===== src/core/mtsa_defines.vh =====
// Constants for the multi-tile synchronization alignment block
// Overview of operation
// RULE1: Timing reference and fabric clock groups keep fixed phase over resets.
// RULE2: Reference routed to selected tiles and scanned over one sample period.
// RULE3: With a forwarded clock only source tiles are scanned; source is reference.
// RULE4: Without clock forwarding the reference tile defaults to tile zero. The code takes the reference tile from ref_tile instead.
// RULE5: Distribute reference, choose capture tap, then align tile FIFOs.
// RULE6: Stable taps scan as zero; edge taps scan as one, two or three.
// RULE7: Reference tile scan starts at midpoint tap of the chain.
// RULE8: Reference tile safe tap seeds the scans of later tiles. The code seeds each scan from the safe tap of the tile scanned just before it.
// RULE9: Too long a run of edge taps ends with a scan failure.
// RULE10: Report marker counter value and FIFO marker word per tile.
// RULE11: Marker position beyond FIFO width means over/underflow or bad clocking.
// RULE12: Fabric reference period is reported as a count of sample periods.
// RULE13: Target latency is the largest latency; all tiles then show it.
// RULE14: Latency is measured across the FIFO, reference to reference.
// RULE15: PLL-stage scan runs only on the PLL of the source tile.
// RULE16: An optional target delay forces a fixed latency, set with margin.
// RULE17: FIFO offset grows by target minus measured latency, in fabric words.
`ifndef MTSA_DEFINES_VH
`define MTSA_DEFINES_VH
`define MTSA_TILES 4
`define MTSA_TAPS 128
`define MTSA_TAP_MID 7'h40
`define MTSA_TAP_W 7
`define MTSA_EDGE_MAX 8'h10
`define MTSA_LAT_W 12
`define MTSA_FIFO_WIDTH 4'hc
`define MTSA_SETTLE 4'h8
`define MTSA_TIMEOUT 16'hffff
`endif


===== src/core/mtsa_scan_mem.v =====
// Scan result memory, one two-bit code per tap, registered read
`timescale 1ns/10ps
`include "mtsa_defines.vh"
module mtsa_scan_mem
(
   // Clock
   input wire sys_clk,
   // Write port
   input wire wr_en,
   input wire [6:0] wr_addr,
   input wire [1:0] wr_data,
   // Read port
   input wire [6:0] rd_addr,
   output reg [1:0] rd_data
);
   reg [1:0] mem [0:`MTSA_TAPS-1];
   always @(posedge sys_clk)
   begin
      if (wr_en)
         mem[wr_addr] <= wr_data;
      rd_data <= mem[rd_addr];
   end
endmodule


===== src/core/mtsa_top.v =====
// Multi-tile synchronization sequencer: tap scan, marker report, alignment
`timescale 1ns/10ps
`include "mtsa_defines.vh"
module mtsa_top
(
   // Clock and reset
   input wire sys_clk,
   input wire reset_n,
   // Control
   input wire sync_start,
   input wire [3:0] tile_sel,
   input wire [1:0] ref_tile,
   input wire clk_forward,
   input wire [3:0] clk_source_mask,
   input wire pll_mode,
   input wire [11:0] target_delay,
   // Delay tap chain interface, one sample from the selected tile
   output reg [6:0] chain_tap,
   output reg [1:0] chain_tile,
   output reg chain_pll_stage,
   output reg ref_route_en,
   input wire [1:0] chain_sample,
   input wire chain_sample_vld,
   // Per-tile FIFO marker measurement
   input wire [15:0] marker_count,
   input wire [3:0] marker_word,
   input wire [11:0] tile_latency,
   input wire meas_vld,
   // Fabric reference period in sample periods
   input wire [11:0] fabric_ref_period,
   // Results
   output reg [1:0] rpt_tile,
   output reg [15:0] rpt_marker_count,
   output reg [3:0] rpt_marker_word,
   output reg rpt_marker_bad,
   output reg [11:0] rpt_offset,
   output reg [6:0] rpt_tap,
   output reg rpt_vld,
   output reg [11:0] rpt_ref_period,
   output reg [11:0] target_latency,
   output reg fifo_adj_vld,
   output reg [1:0] fifo_adj_tile,
   output reg [11:0] fifo_adj_offset,
   output reg busy,
   output reg done,
   output reg scan_fail
);
   localparam S_IDLE = 4'h0;
   localparam S_NEXT = 4'h1;
   localparam S_SCAN = 4'h2;
   localparam S_WAIT = 4'h3;
   localparam S_EVAL = 4'h4;
   localparam S_MEAS = 4'h5;
   localparam S_ALIGN = 4'h6;
   localparam S_DONE = 4'h7;
   localparam S_FAIL = 4'h8;
   localparam S_READ = 4'h9;

   reg [3:0] state_q;
   reg [1:0] tile_q;
   reg [3:0] todo_q;
   reg [3:0] scanned_q;
   reg [6:0] tap_q;
   reg [6:0] cnt_q;
   reg [6:0] safe_tap_q;
   reg seed_q;
   reg [7:0] run_q;
   reg [7:0] best_len_q;
   reg [6:0] best_start_q;
   reg [7:0] zrun_q;
   reg [6:0] zstart_q;
   reg [3:0] settle_q;
   reg [15:0] tmo_q;
   reg [11:0] lat_q [0:3];
   reg [11:0] max_q;
   reg [1:0] eff_ref_q;
   wire wr_en = (state_q == S_WAIT) && (settle_q == 4'h0) &&
      (tmo_q != `MTSA_TIMEOUT) && chain_sample_vld;
   wire [1:0] mem_rd;
   integer i;

   function [3:0] onehot;
      input [1:0] idx;
      begin
         onehot = 4'h1 << idx;
      end
   endfunction

   function [1:0] first_set;
      input [3:0] m;
      begin
         first_set = m[0] ? 2'h0 : m[1] ? 2'h1 : m[2] ? 2'h2 : 2'h3;
      end
   endfunction

   // Scan result store
   mtsa_scan_mem u_mem
   (
      .sys_clk(sys_clk),
      .wr_en(wr_en),
      .wr_addr(tap_q),
      .wr_data(chain_sample),
      .rd_addr(tap_q),
      .rd_data(mem_rd)
   );

   always @(posedge sys_clk or negedge reset_n)
   begin
      if (!reset_n)
      begin
         state_q <= S_IDLE;
         tile_q <= 2'h0;
         todo_q <= 4'h0;
         scanned_q <= 4'h0;
         tap_q <= 7'h0;
         cnt_q <= 7'h0;
         safe_tap_q <= 7'h0;
         seed_q <= 1'b0;
         run_q <= 8'h0;
         best_len_q <= 8'h0;
         best_start_q <= 7'h0;
         zrun_q <= 8'h0;
         zstart_q <= 7'h0;
         settle_q <= 4'h0;
         tmo_q <= 16'h0;
         max_q <= 12'h0;
         eff_ref_q <= 2'h0;
         for (i = 0; i < 4; i = i + 1)
            lat_q[i] <= 12'h0;
         chain_tap <= 7'h0;
         chain_tile <= 2'h0;
         chain_pll_stage <= 1'b0;
         ref_route_en <= 1'b0;
         rpt_tile <= 2'h0;
         rpt_marker_count <= 16'h0;
         rpt_marker_word <= 4'h0;
         rpt_marker_bad <= 1'b0;
         rpt_offset <= 12'h0;
         rpt_tap <= 7'h0;
         rpt_vld <= 1'b0;
         rpt_ref_period <= 12'h0;
         target_latency <= 12'h0;
         fifo_adj_vld <= 1'b0;
         fifo_adj_tile <= 2'h0;
         fifo_adj_offset <= 12'h0;
         busy <= 1'b0;
         done <= 1'b0;
         scan_fail <= 1'b0;
      end
      else
      begin
         rpt_vld <= 1'b0;
         fifo_adj_vld <= 1'b0;
         done <= 1'b0;
         case (state_q)
            S_IDLE:
            begin
               if (sync_start && (tile_sel != 4'h0))
               begin
                  // RULE4: reference tile taken from ref_tile, not tile zero
                  // RULE3: forwarding picks source
                  eff_ref_q <= clk_forward ?
                     first_set(clk_source_mask) : ref_tile;
                  // RULE2: scan selected tiles
                  todo_q <= clk_forward ?
                     (tile_sel & clk_source_mask) : tile_sel;
                  scanned_q <= 4'h0;
                  seed_q <= 1'b0;
                  busy <= 1'b1;
                  scan_fail <= 1'b0;
                  // RULE5: distribute reference first
                  ref_route_en <= 1'b1;
                  max_q <= 12'h0;
                  state_q <= S_NEXT;
               end
            end
            S_NEXT:
            begin
               if (todo_q == 4'h0)
               begin
                  tile_q <= first_set(tile_sel);
                  state_q <= S_MEAS;
               end
               else
               begin
                  // Reference tile scanned first whenever it is still in the scan list
                  tile_q <= (todo_q & onehot(eff_ref_q)) != 4'h0 ?
                     eff_ref_q : first_set(todo_q);
                  // RULE7: midpoint start
                  // RULE8: seed from safe tap
                  tap_q <= seed_q ? safe_tap_q : `MTSA_TAP_MID;
                  cnt_q <= 7'h0;
                  run_q <= 8'h0;
                  zrun_q <= 8'h0;
                  best_len_q <= 8'h0;
                  state_q <= S_SCAN;
               end
            end
            S_SCAN:
            begin
               chain_tile <= tile_q;
               chain_tap <= tap_q;
               // RULE15: PLL stage on source only
               chain_pll_stage <= pll_mode && clk_forward &&
                  (tile_q == eff_ref_q);
               settle_q <= `MTSA_SETTLE;
               tmo_q <= 16'h0;
               state_q <= S_WAIT;
            end
            S_WAIT:
            begin
               tmo_q <= tmo_q + 16'h1;
               if (tmo_q == `MTSA_TIMEOUT)
                  state_q <= S_FAIL;
               else if (settle_q != 4'h0)
                  settle_q <= settle_q - 4'h1;
               else if (chain_sample_vld)
                  state_q <= S_READ;
            end
            S_READ:
               state_q <= S_EVAL;
            S_EVAL:
            begin
               // RULE6: zero stable, nonzero edge
               if (mem_rd == 2'h0)
               begin
                  run_q <= 8'h0;
                  if (zrun_q == 8'h0)
                     zstart_q <= tap_q;
                  if (zrun_q + 8'h1 > best_len_q)
                  begin
                     best_len_q <= zrun_q + 8'h1;
                     best_start_q <= (zrun_q == 8'h0) ? tap_q : zstart_q;
                  end
                  zrun_q <= zrun_q + 8'h1;
               end
               else
               begin
                  zrun_q <= 8'h0;
                  run_q <= run_q + 8'h1;
               end
               // RULE9: excessive jitter fails
               if ((mem_rd != 2'h0) && (run_q + 8'h1 >= `MTSA_EDGE_MAX))
                  state_q <= S_FAIL;
               else if (cnt_q == 7'h7f)
               begin
                  if (best_len_q == 8'h0 && mem_rd != 2'h0)
                     state_q <= S_FAIL;
                  else
                  begin
                     safe_tap_q <= (mem_rd == 2'h0 && zrun_q + 8'h1 >
                        best_len_q) ? tap_q : best_start_q;
                     seed_q <= 1'b1;
                     rpt_tile <= tile_q;
                     rpt_tap <= best_start_q;
                     scanned_q <= scanned_q | onehot(tile_q);
                     todo_q <= todo_q & ~onehot(tile_q);
                     state_q <= S_NEXT;
                  end
               end
               else
               begin
                  cnt_q <= cnt_q + 7'h1;
                  tap_q <= tap_q + 7'h1;
                  state_q <= S_SCAN;
               end
            end
            S_MEAS:
            begin
               if ((tile_sel & onehot(tile_q)) == 4'h0)
                  tile_q <= tile_q + 2'h1;
               else if (meas_vld)
               begin
                  // RULE10: marker report
                  rpt_tile <= tile_q;
                  rpt_marker_count <= marker_count;
                  rpt_marker_word <= marker_word;
                  // RULE11: flag beyond FIFO width
                  rpt_marker_bad <= marker_word > `MTSA_FIFO_WIDTH;
                  rpt_vld <= 1'b1;
                  // RULE14: latency across FIFO
                  lat_q[tile_q] <= tile_latency;
                  if (tile_latency > max_q)
                     max_q <= tile_latency;
                  if (tile_q == 2'h3 || (tile_sel >> tile_q) == 4'h1)
                  begin
                     // RULE12: reference period in samples
                     rpt_ref_period <= fabric_ref_period;
                     tile_q <= 2'h0;
                     state_q <= S_ALIGN;
                  end
                  else
                     tile_q <= tile_q + 2'h1;
               end
            end
            S_ALIGN:
            begin
               // RULE13: target is largest latency
               // RULE16: optional forced target
               target_latency <= (target_delay > max_q) ?
                  target_delay : max_q;
               if ((tile_sel & onehot(tile_q)) != 4'h0)
               begin
                  // RULE17: offset raised by difference
                  fifo_adj_offset <= ((target_delay > max_q) ?
                     target_delay : max_q) - lat_q[tile_q];
                  rpt_offset <= ((target_delay > max_q) ?
                     target_delay : max_q) - lat_q[tile_q];
                  fifo_adj_tile <= tile_q;
                  fifo_adj_vld <= 1'b1;
               end
               if (tile_q == 2'h3)
                  state_q <= S_DONE;
               tile_q <= tile_q + 2'h1;
            end
            S_DONE:
            begin
               busy <= 1'b0;
               ref_route_en <= 1'b0;
               chain_pll_stage <= 1'b0;
               done <= 1'b1;
               state_q <= S_IDLE;
            end
            S_FAIL:
            begin
               busy <= 1'b0;
               ref_route_en <= 1'b0;
               chain_pll_stage <= 1'b0;
               scan_fail <= 1'b1;
               done <= 1'b1;
               state_q <= S_IDLE;
            end
            default:
               state_q <= S_IDLE;
         endcase
      end
   end
endmodule


===== config.mk =====
export PLATFORM = sky130hd
export DESIGN_NAME = mtsa_top
export DESIGN_NICKNAME = d
export VERILOG_FILES = /design/src/core/mtsa_scan_mem.v /design/src/core/mtsa_top.v
export VERILOG_INCLUDE_DIRS = /design/src /design/src/core
export SDC_FILE = /design/constraint.sdc
export NUM_CORES = 1
export LEC_CHECK = 0
export BUFFER_PORTS_ARGS = -buffer_cell sky130_fd_sc_hd__clkbuf_2
export CORE_MARGIN = 2
export CORE_UTILIZATION = 57
export DETAILED_ROUTE_END_ITERATION = 10
export GPL_TIMING_DRIVEN = 1
export HOLD_SLACK_MARGIN = 0.08
export PLACE_DENSITY = 0.76
export SLEW_MARGIN = 10
export SYNTH_ARGS = -nofsm -noshare
export SYNTH_HDL_FRONTEND = slang
export SYNTH_SLANG_ARGS = --single-unit

===== constraint.sdc =====
create_clock -name sys_clk -period 6.35 [get_ports sys_clk]
set_input_delay 0.3175 -clock sys_clk [delete_from_list [all_inputs] [get_ports sys_clk]]
set_output_delay 0.3175 -clock sys_clk [all_outputs]
set_load 0.01 [all_outputs]

# Word-level counts from Yosys, hierarchy flattened
# Memory sizes are Yosys's and may differ from the RTL's. A register that Yosys moved wholly into a read port is not among the register bits.
# Cells that the tools add are included.
[classes]
shifts = 3
eq_ne = 33
bitwise = 9
add_sub_neg = 8
n_lt_le_gt_ge = 7
reduce_logical = 51
muxes = 93
[op_table]
columns = ["cell", "n"]
rows = [
  ["$mux W12", 8],
  ["$mux W4", 18],
  ["$mux W7", 9],
  ["$bwmux W48", 1],
  ["$pmux W8 S2", 3],
  ["$mux W8", 5],
  ["$mux W2", 17],
  ["$pmux W16 S2", 1],
  ["$pmux W4 S8", 1],
  ["$ne A2 B2 Y1 const B", 14],
  ["$pmux W7 S2", 2],
  ["$bmux W12 S2", 1],
  ["$demux W12 S2", 1],
  ["$gt A12 B12 Y1", 2],
  ["$pmux W12 S2", 1],
  ["$reduce_bool A2 Y1", 9],
  ["$add A16 B1 Y16 const B", 1],
  ["$add A8 B1 Y8 const B", 2],
  ["$and A4 B4 Y4", 4],
  ["$eq A16 B16 Y1 const B", 1],
  ["$eq A4 B3 Y1 const B", 4],
  ["$logic_not A4 Y1", 4],
  ["$logic_not A8 Y1", 2],
  ["$mux W1", 16],
  ["41 further kinds", 77],
]
[word_totals]
reg_bits = 235
memories = 1
word_cells = 242
output_inout_bits = 96
mem_bits_rw = 256
[memory_table]
columns = ["name", "depth", "word_bits", "read_ports", "rd_clocked_by_memory_dff", "write_ports", "line_no", "source"]
rows = [
  ["u_mem.mem", 128, 2, 1, 1, 1, "mtsa_scan_mem.v:16", "reg [1:0] mem [0:`MTSA_TAPS-1];"],
]

# Longest topological paths before layout
# Gate-level depths: netlist of the first run.
[logic_depth]
ltp_word = 7
mapped_depth = 20
ltp_nobuf = 18

# Cells and area by module
# Synthesis of the first run repeated with hierarchy kept, for this count alone.
[unflattened]
hier_cells = 1783
hier_area_um2 = 22529.1
[by_module_without_submodules]
columns = ["mod", "area_per_inst_um2", "n_inst", "cells_each"]
rows = [
  ["mtsa_top", 11916.4, 1, 1172],
  ["mtsa_scan_mem", 10612.7, 1, 611],
]

# Worst setup path after synthesis of the first run
# Ideal clock, no wire load.
[synth_timing]
kind = "register to register"
from = "reg max_q[7]"
to = "reg fifo_adj_offset[9]"
setup_ns = 0.131
path_stages_with_launch = 20
setup_slack_ns = 1.826
path_buffers = 2
arrival_ns = 4.392
cell_sequence = "dfrtp_1 inv_1 ha_1 and2_1 a221o_1 and2_4 o31a_4 buf_6 clkbuf_1 nand2_1 o21ai_0 ha_1 nor2b_1 or2_2 and3_1 a2111oi_4 o211a_4 a41oi_1 nand3_1 or3b_1"
[synth_via]
elab_chain_len = 3
[synth_lines]
columns = ["element", "line_no", "source"]
rows = [
  ["start: declaration", "mtsa_top.v:75", "reg [11:0] max_q;"],
  ["start signal: assignment", "mtsa_top.v:284", "max_q <= tile_latency;"],
  ["$gt A12 B12 Y1", "mtsa_top.v:305", "fifo_adj_offset <= ((target_delay > max_q) ?"],
  ["$mux W12 (*)", "mtsa_top.v:305", ""],
  ["$sub A12 B12 Y12 (*)", "mtsa_top.v:306", "target_delay : max_q) - lat_q[tile_q];"],
  ["end signal: assignment", "mtsa_top.v:305", ""],
  ["end: declaration", "mtsa_top.v:43", "output reg [11:0] fifo_adj_offset,"],
]
# Every way passes the cells marked *; elsewhere a longest branch is shown, timed or not.
# A chain may end at the register's enable or synchronous reset.

# Worst setup path after layout of the first run
# Same ends and word-level chain as after synthesis.

==> flow_summary.toml, run 1 <==
[die]
die_h_um = 202
fp.dieW_um = 202
start_util_pct = 57.7
rows = 72
pin_count = 171
core_um2 = 38600
dieArea_um2 = 40600

[sta]
fin_tns_setup_ns = 0
relSlewSlack_pct = 30.6
finalCriticalPeriod_ns = 4.83
final_hold_viol_count = 0
drv_slew = 0
setup_ws_ns = 1.52
rsz0062_at_grt = "no"
whs_ns = 0.105
tightest_slew_ns = 1.04
skew_ns = 0.0286
setup_violations = 0
fmax_ghz = 0.207
post-route-period-util_pct = 76.1

[place]
portBuffers = 170
dp_slack_ns = 1.56
dpl.cell_count = 2468
dpl-instance-area_um2 = 23400
post-dp-hpwl_um = 34200
gp_congestion = 0.890

[worst_setup_path]
crit_path_start = "max_q[7]$_DFFE_PN0P_"
slowest_delay_ns = 0.46
cp_data_arrival_time_ns = 5.30
crit_fanout = 22
critPathSlowestCell = "o31a_4"
worst_path_most_repeated_cell = "ha_1"
cp.buffers_inverters = 1
start_kind = "flip-flop"
r2r-end = "fifo_adj_offset[9]$_DFFE_PN0P_"
end_kind = "flip-flop"
r2r_slack_ns = 1.52
worst-setup-path-type = "flip-flop to flip-flop"
path_delay_family = "compound AO/OA/AOI/OAI gates"
cp.required_ns = 6.81
reg2reg_depth = 16
timing.rr.start = "max_q[7]$_DFFE_PN0P_"
path_depth = 16
cp_cell_sequence = "inv_1 -> ha_1 -> and2_1 -> a221o_1 -> and2_4 -> o31a_4 -> o21ai_0 -> ha_1 -> nor2b_1 -> or2_2 -> and3_1 -> a2111oi_4 -> o211a_4 -> a41oi_1 -> nand3_1 -> or3b_1"
endpoint = "fifo_adj_offset[9]$_DFFE_PN0P_"

[cells_and_area]
drive_gt1_share_pct = 18.7
fin_area_um2 = 25600
nNetsFinal = 2179
stdcell_count = 2610
syn_to_final_growth_pct = 15.3
register_area_um2 = 13600
fillers = 2827
antennaDiodeCount = 0
multi_input_area_um2 = 7940

[cts]
clock-sinks = 493
cts_tree = "built"
cts_setup_buffers = 0
cts.clk_slew.worst_paths_ns = 0.06
cts_buffers = 50
cts.htree.levels = 2
root_buffer = "clkbuf_16"
clockBufferDepth = 3
clk_latency_ns = 0.61
cts_hold_buf = 49
cts_resized = 0

[grt]
grt_use_total_pct = 27.0
grt_max_degree = 130
antenna_found_initial = 0
grt.overflow.total = 0
grt_pass1_vias = 16033
grt_pass1_wl_um = 86900

[detailed_routing]
dr.pass1.iters = 5
drtIter0Drc = 1548
detail-route-antenna-nets = 0
viasPerCell = 6.12
routedWlPerCell_um = 20.9
routed_wl_um = 54600
dr_total_vias = 15977
drc = 0

[power_and_ir_drop]
power_density_nw_per_um2 = 412
ir_drop_uv = 296
p_leak_nw = 10.3

[yosys]
synth_area_um2 = 22200
synth-main-ff-cell = "edfxtp_1"
ys_ff_latch = 493
syn_inst = 1875
ys_warn_count = 0
ys_async_sr_fraction_pct = 47.7
synth_cell_type_count = 76
syn_nets = 2003
yosysSeqAreaShare_pct = 61.2
syn_avg_cell_area_um2 = 11.9
synth_edf_count = 256

[hold_path]
hp-class = "input pin to flip-flop"

[outcome]
status = "completed"

[run]
drv_cap = 0
==> power breakdown <==
group	switching [mW]	total [mW]	leakage (nW)	internal, mW
Combinational	1.98	3.33	3.98	1.35
Sequential	0.416	4.22	5.47	3.80
Clock	1.24	3.03	0.826	1.79
Total	3.64	10.6	10.3	6.93
==> cell families after synthesis <==
group,after synthesis,share of synthesized area (%)
muxes,122,6.87
AOI/OAI and AO/OA,420,12.9
xor gates and xnor gates,24,0.945
DFF,493,61.2
and+or+nand+nor,586,11.8
buffers and inverters,174,3.19
adders and majority gates,56,3.15
==> state kept, by name, indices dropped and copies added, names as in the netlist, 4 cells and up <==
| register | count |
|---|---|
| state_q | 4 |
| zrun_q | 8 |
| cnt_q | 7 |
| settle_q | 4 |
| max_q | 12 |
| run_q | 8 |
| rpt_marker_word | 4 |
| rpt_marker_count | 16 |
| lat_q | 48 |
| fifo_adj_offset | 12 |
| best_start_q | 7 |
| best_len_q | 8 |
| tmo_q | 16 |
| target_latency | 12 |
| safe_tap_q | 7 |
| rpt_tap | 7 |
| rpt_ref_period | 12 |
| tap_q | 7 |
| zstart_q | 7 |
| todo_q | 4 |
| chain_tap | 7 |
| u_mem.mem | 256 |
==> synthesized netlist by cell type, types with 12 or more instances <==
cell type    n  area (um^2)
a21oi_1     45          225
a221oi_1    13          114
a22o_1      27          236
a22oi_1    104          781
a31oi_1     12         75.1
buf_1       16         60.1
buf_4       13         97.6
clkbuf_1    83          312
dfrtp_1    235         5880
edfxtp_1   256         7690
ha_1        52          651
inv_1       59          221
mux2_2      86          968
mux2i_1     20          200
mux4_2      13          293
nand2_1    209          785
nand3_1     54          270
nand4_1     44          275
nor2_1     187          702
nor2b_1     15         93.8
nor3_1      17         85.1
o211ai_1    18          135
o21ai_0    127          636
xor2_1      13          114
==> routing by layer <==
layer / routed length, um / vias to the layer above / global-route usage, %
li1: - / 7294 / -
met1: 22100 / 7917 / 35.3
met2: 27300 / 661 / 46.3
met3: 3880 / 105 / 5.00
met4: 1300 / 0 / 7.85
met5: 0 / - / 0
==> area by class of cell <==
| class | count | share of cell area [%] |
|---|---|---|
| sequential | 493 | 53.1 |
| inverter | 60 | 0.878 |
| multi-input combinational | 1208 | 31.0 |
| tap | 518 | 2.53 |
| clock inverter | 23 | 1.07 |
| timing repair buffer | 238 | 5.87 |
| clock buffer | 70 | 5.61 |
==> placed cells by master (no fill, tap or decap), types with 45 or more instances in the layout <==
cell type,n
a21oi_1,45
a22oi_1,104
clkbuf_16,51
clkbuf_2,167
dfrtp_1,235
dlygate4sd3_1,49
edfxtp_1,256
ha_1,52
inv_1,59
mux2_2,86
nand2_1,209
nand3_1,54
nor2_1,185
o21ai_0,127
==> worst min path at each step <==
stage                    start                     endpoint  slack, ns  cells past startpoint
6_report           clk_forward  chain_pll_stage$_DFFE_PN0P_       0.10                      5
5_1_grt        tile_latency[7]        lat_q[19]$_DFFE_PN0P_       0.11                      2
4_1_cts            clk_forward  chain_pll_stage$_DFFE_PN0P_       0.08                      5
3_5_place_dp           reset_n       fifo_adj_vld$_DFF_PN0_       0.43                      1
3_3_place_gp           reset_n       fifo_adj_vld$_DFF_PN0_       0.42                      1
2_1_floorplan          reset_n    best_len_q[0]$_DFFE_PN0P_       0.02                      0
==> worst register-to-register path: stages (launching register included) <==
cell and delay, ns:
dfrtp_1 0.43, inv_1 0.09, ha_1 0.29, and2_1 0.18
a221o_1 0.32, and2_4 0.19, o31a_4 0.46, o21ai_0 0.42
ha_1 0.31, nor2b_1 0.15, or2_2 0.30, and3_1 0.23
a2111oi_4 0.41, o211a_4 0.26, a41oi_1 0.19, nand3_1 0.13
or3b_1 0.37
==> stage by stage <==
| step | power, mW | util, % |
|---|---|---|
| floorplan | 6.51 | - |
| global placement | 7.41 | 60.8 |
| detailed placement | 7.53 | 60.8 |
| CTS | 10.6 | 66.5 |
| global route | 11.1 | 66.5 |
| finish | 10.6 | 66.5 |
No activity file was read; power rests on OpenSTA's default activity.
==> run 2: changes to the inputs <==
==> constraint.sdc (replaced) <==
create_clock -name sys_clk -period 4.5 [get_ports sys_clk]
set_input_delay 0.225 -clock sys_clk [delete_from_list [all_inputs] [get_ports sys_clk]]
set_output_delay 0.225 -clock sys_clk [all_outputs]
set_load 0.01 [all_outputs]
==> run 2 against run 1 <==
  * Highest routed layer unchanged
  * Non-clock buffer count up 32
  * Clock skew down 0.0098 ns
  * Sequential cell count unchanged
  * Critical path depth up 1
  * Final cell count up 1.1%
  * Hold slack worse by 0.0088 ns
  * Die area unchanged
  * Combinational power up 44%
  * Clock-buffer cell count down 2
  * Power up 41%
  * Maximum frequency up 13%
==> flow_summary.toml, run 2 (synthesis results as in run 1) <==
[cells_and_area]
top_register = "u_mem.mem"
layout_commonest_cell = "edfxtp_1"
fin_area_um2 = 25900
syn_to_final_growth_pct = 16.3
drive_gt1_share_pct = 19.3
top_regs = "u_mem.mem x256, lat_q x48"
layout_common_cells = "256 x edfxtp_1, 234 x dfrtp_1, 209 x nand2_1, 185 x nor2_1, 167 x clkbuf_2"
nNetsFinal = 2210
largest_register_ffs = 256
fillers = 2793
antennaDiodeCount = 0

[hold_path]
hp-class = "input pin to flip-flop"

[cts]
cts_tree = "built"
cts_buffers = 49
root_buffer = "clkbuf_16"
clk_latency_ns = 0.58
clockBufferDepth = 3
cts.clk_slew.worst_paths_ns = 0.06
cts.htree.levels = 2
clock-sinks = 493

[run]
drv_cap = 0

[detailed_routing]
drtIter0Drc = 1461
dr.pass1.iters = 6
detail-route-antenna-nets = 0
routedWlPerCell_um = 20.8
viasPerCell = 6.11
dr_total_vias = 16121
drc = 0
routed_wl_um = 54900

[power_and_ir_drop]
p_leak_nw = 10.4
power_density_nw_per_um2 = 575
ir_drop_uv = 375
power_mw = 14.9

[worst_setup_path]
worst-setup-path-type = "flip-flop to flip-flop"
critPathSlowestCell = "dfrtp_1"
crit_fanout = 5
worst_path_most_repeated_cell = "ha_1"
start_kind = "flip-flop"
cp_data_arrival_time_ns = 4.81
end_kind = "flip-flop"
cp.required_ns = 5.02
cp_cell_sequence = "inv_1 -> ha_1 -> a21o_1 -> a221o_1 -> and2_4 -> o31a_4 -> nand2_1 -> o21ai_4 -> ha_1 -> nor2b_1 -> or2_2 -> and3_1 -> a2111oi_4 -> o211a_4 -> a41oi_1 -> a2111oi_2 -> or3b_1"
slowest_delay_ns = 0.40

[die]
die_h_um = 202
rows = 72
pin_count = 171
core_um2 = 38600
fp.dieW_um = 202
start_util_pct = 57.7
dieArea_um2 = 40600

[place]
post-dp-hpwl_um = 34400
dpl-instance-area_um2 = 23500
dp_slack_ns = 0.0788
gp_congestion = 0.863
portBuffers = 170

[sta]
fin_tns_setup_ns = 0
relSlewSlack_pct = 26.5
fmax_ghz = 0.233
drv_slew = 0
post-route-period-util_pct = 95.4
tightest_slew_ns = 1.10
setup_violations = 0
finalCriticalPeriod_ns = 4.29
final_hold_viol_count = 0
setup_ws_ns = 0.208
skew_ns = 0.0188

[outcome]
status = "completed"

[grt]
grt_max_degree = 120
grt_pass1_vias = 16359
grt_use_total_pct = 27.0
grt.overflow.total = 0
grt_pass1_wl_um = 87300
antenna_found_initial = 0
## run 2: cell count changes in the layout (fill, tap and decap cells not counted), sizes merged
cell         previous run  this run
clkbuf                237       235
clkinvlp                5         4
inv                    59        61
buf                    22        36
dlygate4sd3            49        67
bufinv                  5         4
## run 2: worst paths after layout
check / cells past startpoint / slack [ns] / from / end
hold reg to reg: 2 / 0.48 / rpt_marker_count[0]$_DFFE_PN0P_ / rpt_marker_count[0]$_DFFE_PN0P_
setup reg to reg: 17 / 0.21 / max_q[5]$_DFFE_PN0P_ / fifo_adj_offset[9]$_DFFE_PN0P_
max in group asynchronous: 3 / 2.98 / reset_n / rpt_marker_count[15]$_DFFE_PN0P_
hold / removal: 4 / 0.1 / target_delay[8] / target_latency[8]$_DFFE_PN0N_
min in group asynchronous: 2 / 0.26 / reset_n / fifo_adj_vld$_DFF_PN0_
setup / recovery: 17 / 0.21 / max_q[5]$_DFFE_PN0P_ / fifo_adj_offset[9]$_DFFE_PN0P_
## run 2: power by group
| part | internal (mW) | leakage (nW) | switching, mW |
|---|---|---|---|
| sequential | 5.36 | 5.47 | 0.572 |
| combinational | 1.99 | 4.13 | 2.82 |
| clock | 2.39 | 0.793 | 1.72 |
## run 2: routing by layer
layer | vias up | global-route usage, % | wire (um)
li1 | 7362 | - | -
met1 | 7966 | 35.4 | 22300
met2 | 690 | 45.8 | 27200
met3 | 103 | 4.18 | 4030
met4 | 0 | 9.85 | 1420
met5 | - | 0 | 0
## run 2: cell type report
type	count	area [um^2]	share of cell area (%)
Tap cell	518	648	2.51
Multi-Input combinational cell	1208	7970	30.8
Sequential cell	493	13600	52.6
Timing Repair Buffer	270	1790	6.93
Inverter	60	225	0.871
Clock buffer	68	1390	5.36
Clock inverter	23	234	0.905
## run 2: metrics by stage
stage | std cells | utilization, % | hold slack (ns)
2_1_floorplan | 1875 | - | -0.0706
3_3_place_gp | 2479 | 61.0 | 0.358
3_5_place_dp | 2479 | 61.0 | 0.369
4_1_cts | 2637 | 67.0 | 0.0824
5_1_grt | 2640 | 67.1 | 0.131
6_report | 2640 | 67.1 | 0.0959
## run 2: worst max-delay path, delay by kind of cell, from the launching register on
kind,cells,cell delay [ns]
adders and majority gates,2,0.55
AOI/OAI and AO/OA,8,2.05
and+or+nand+nor,6,1.11
DFF,1,0.40
buffers and inverters,1,0.11
## run 2: timing repair
item | in CTS | in global routing
endpoints found under the setup margin | 0 | 2
hold buffers | 67 | 0
gates resized for setup | 0 | 6
buffers inserted | 0 | 3
hold endpoints to repair | 225 | 0
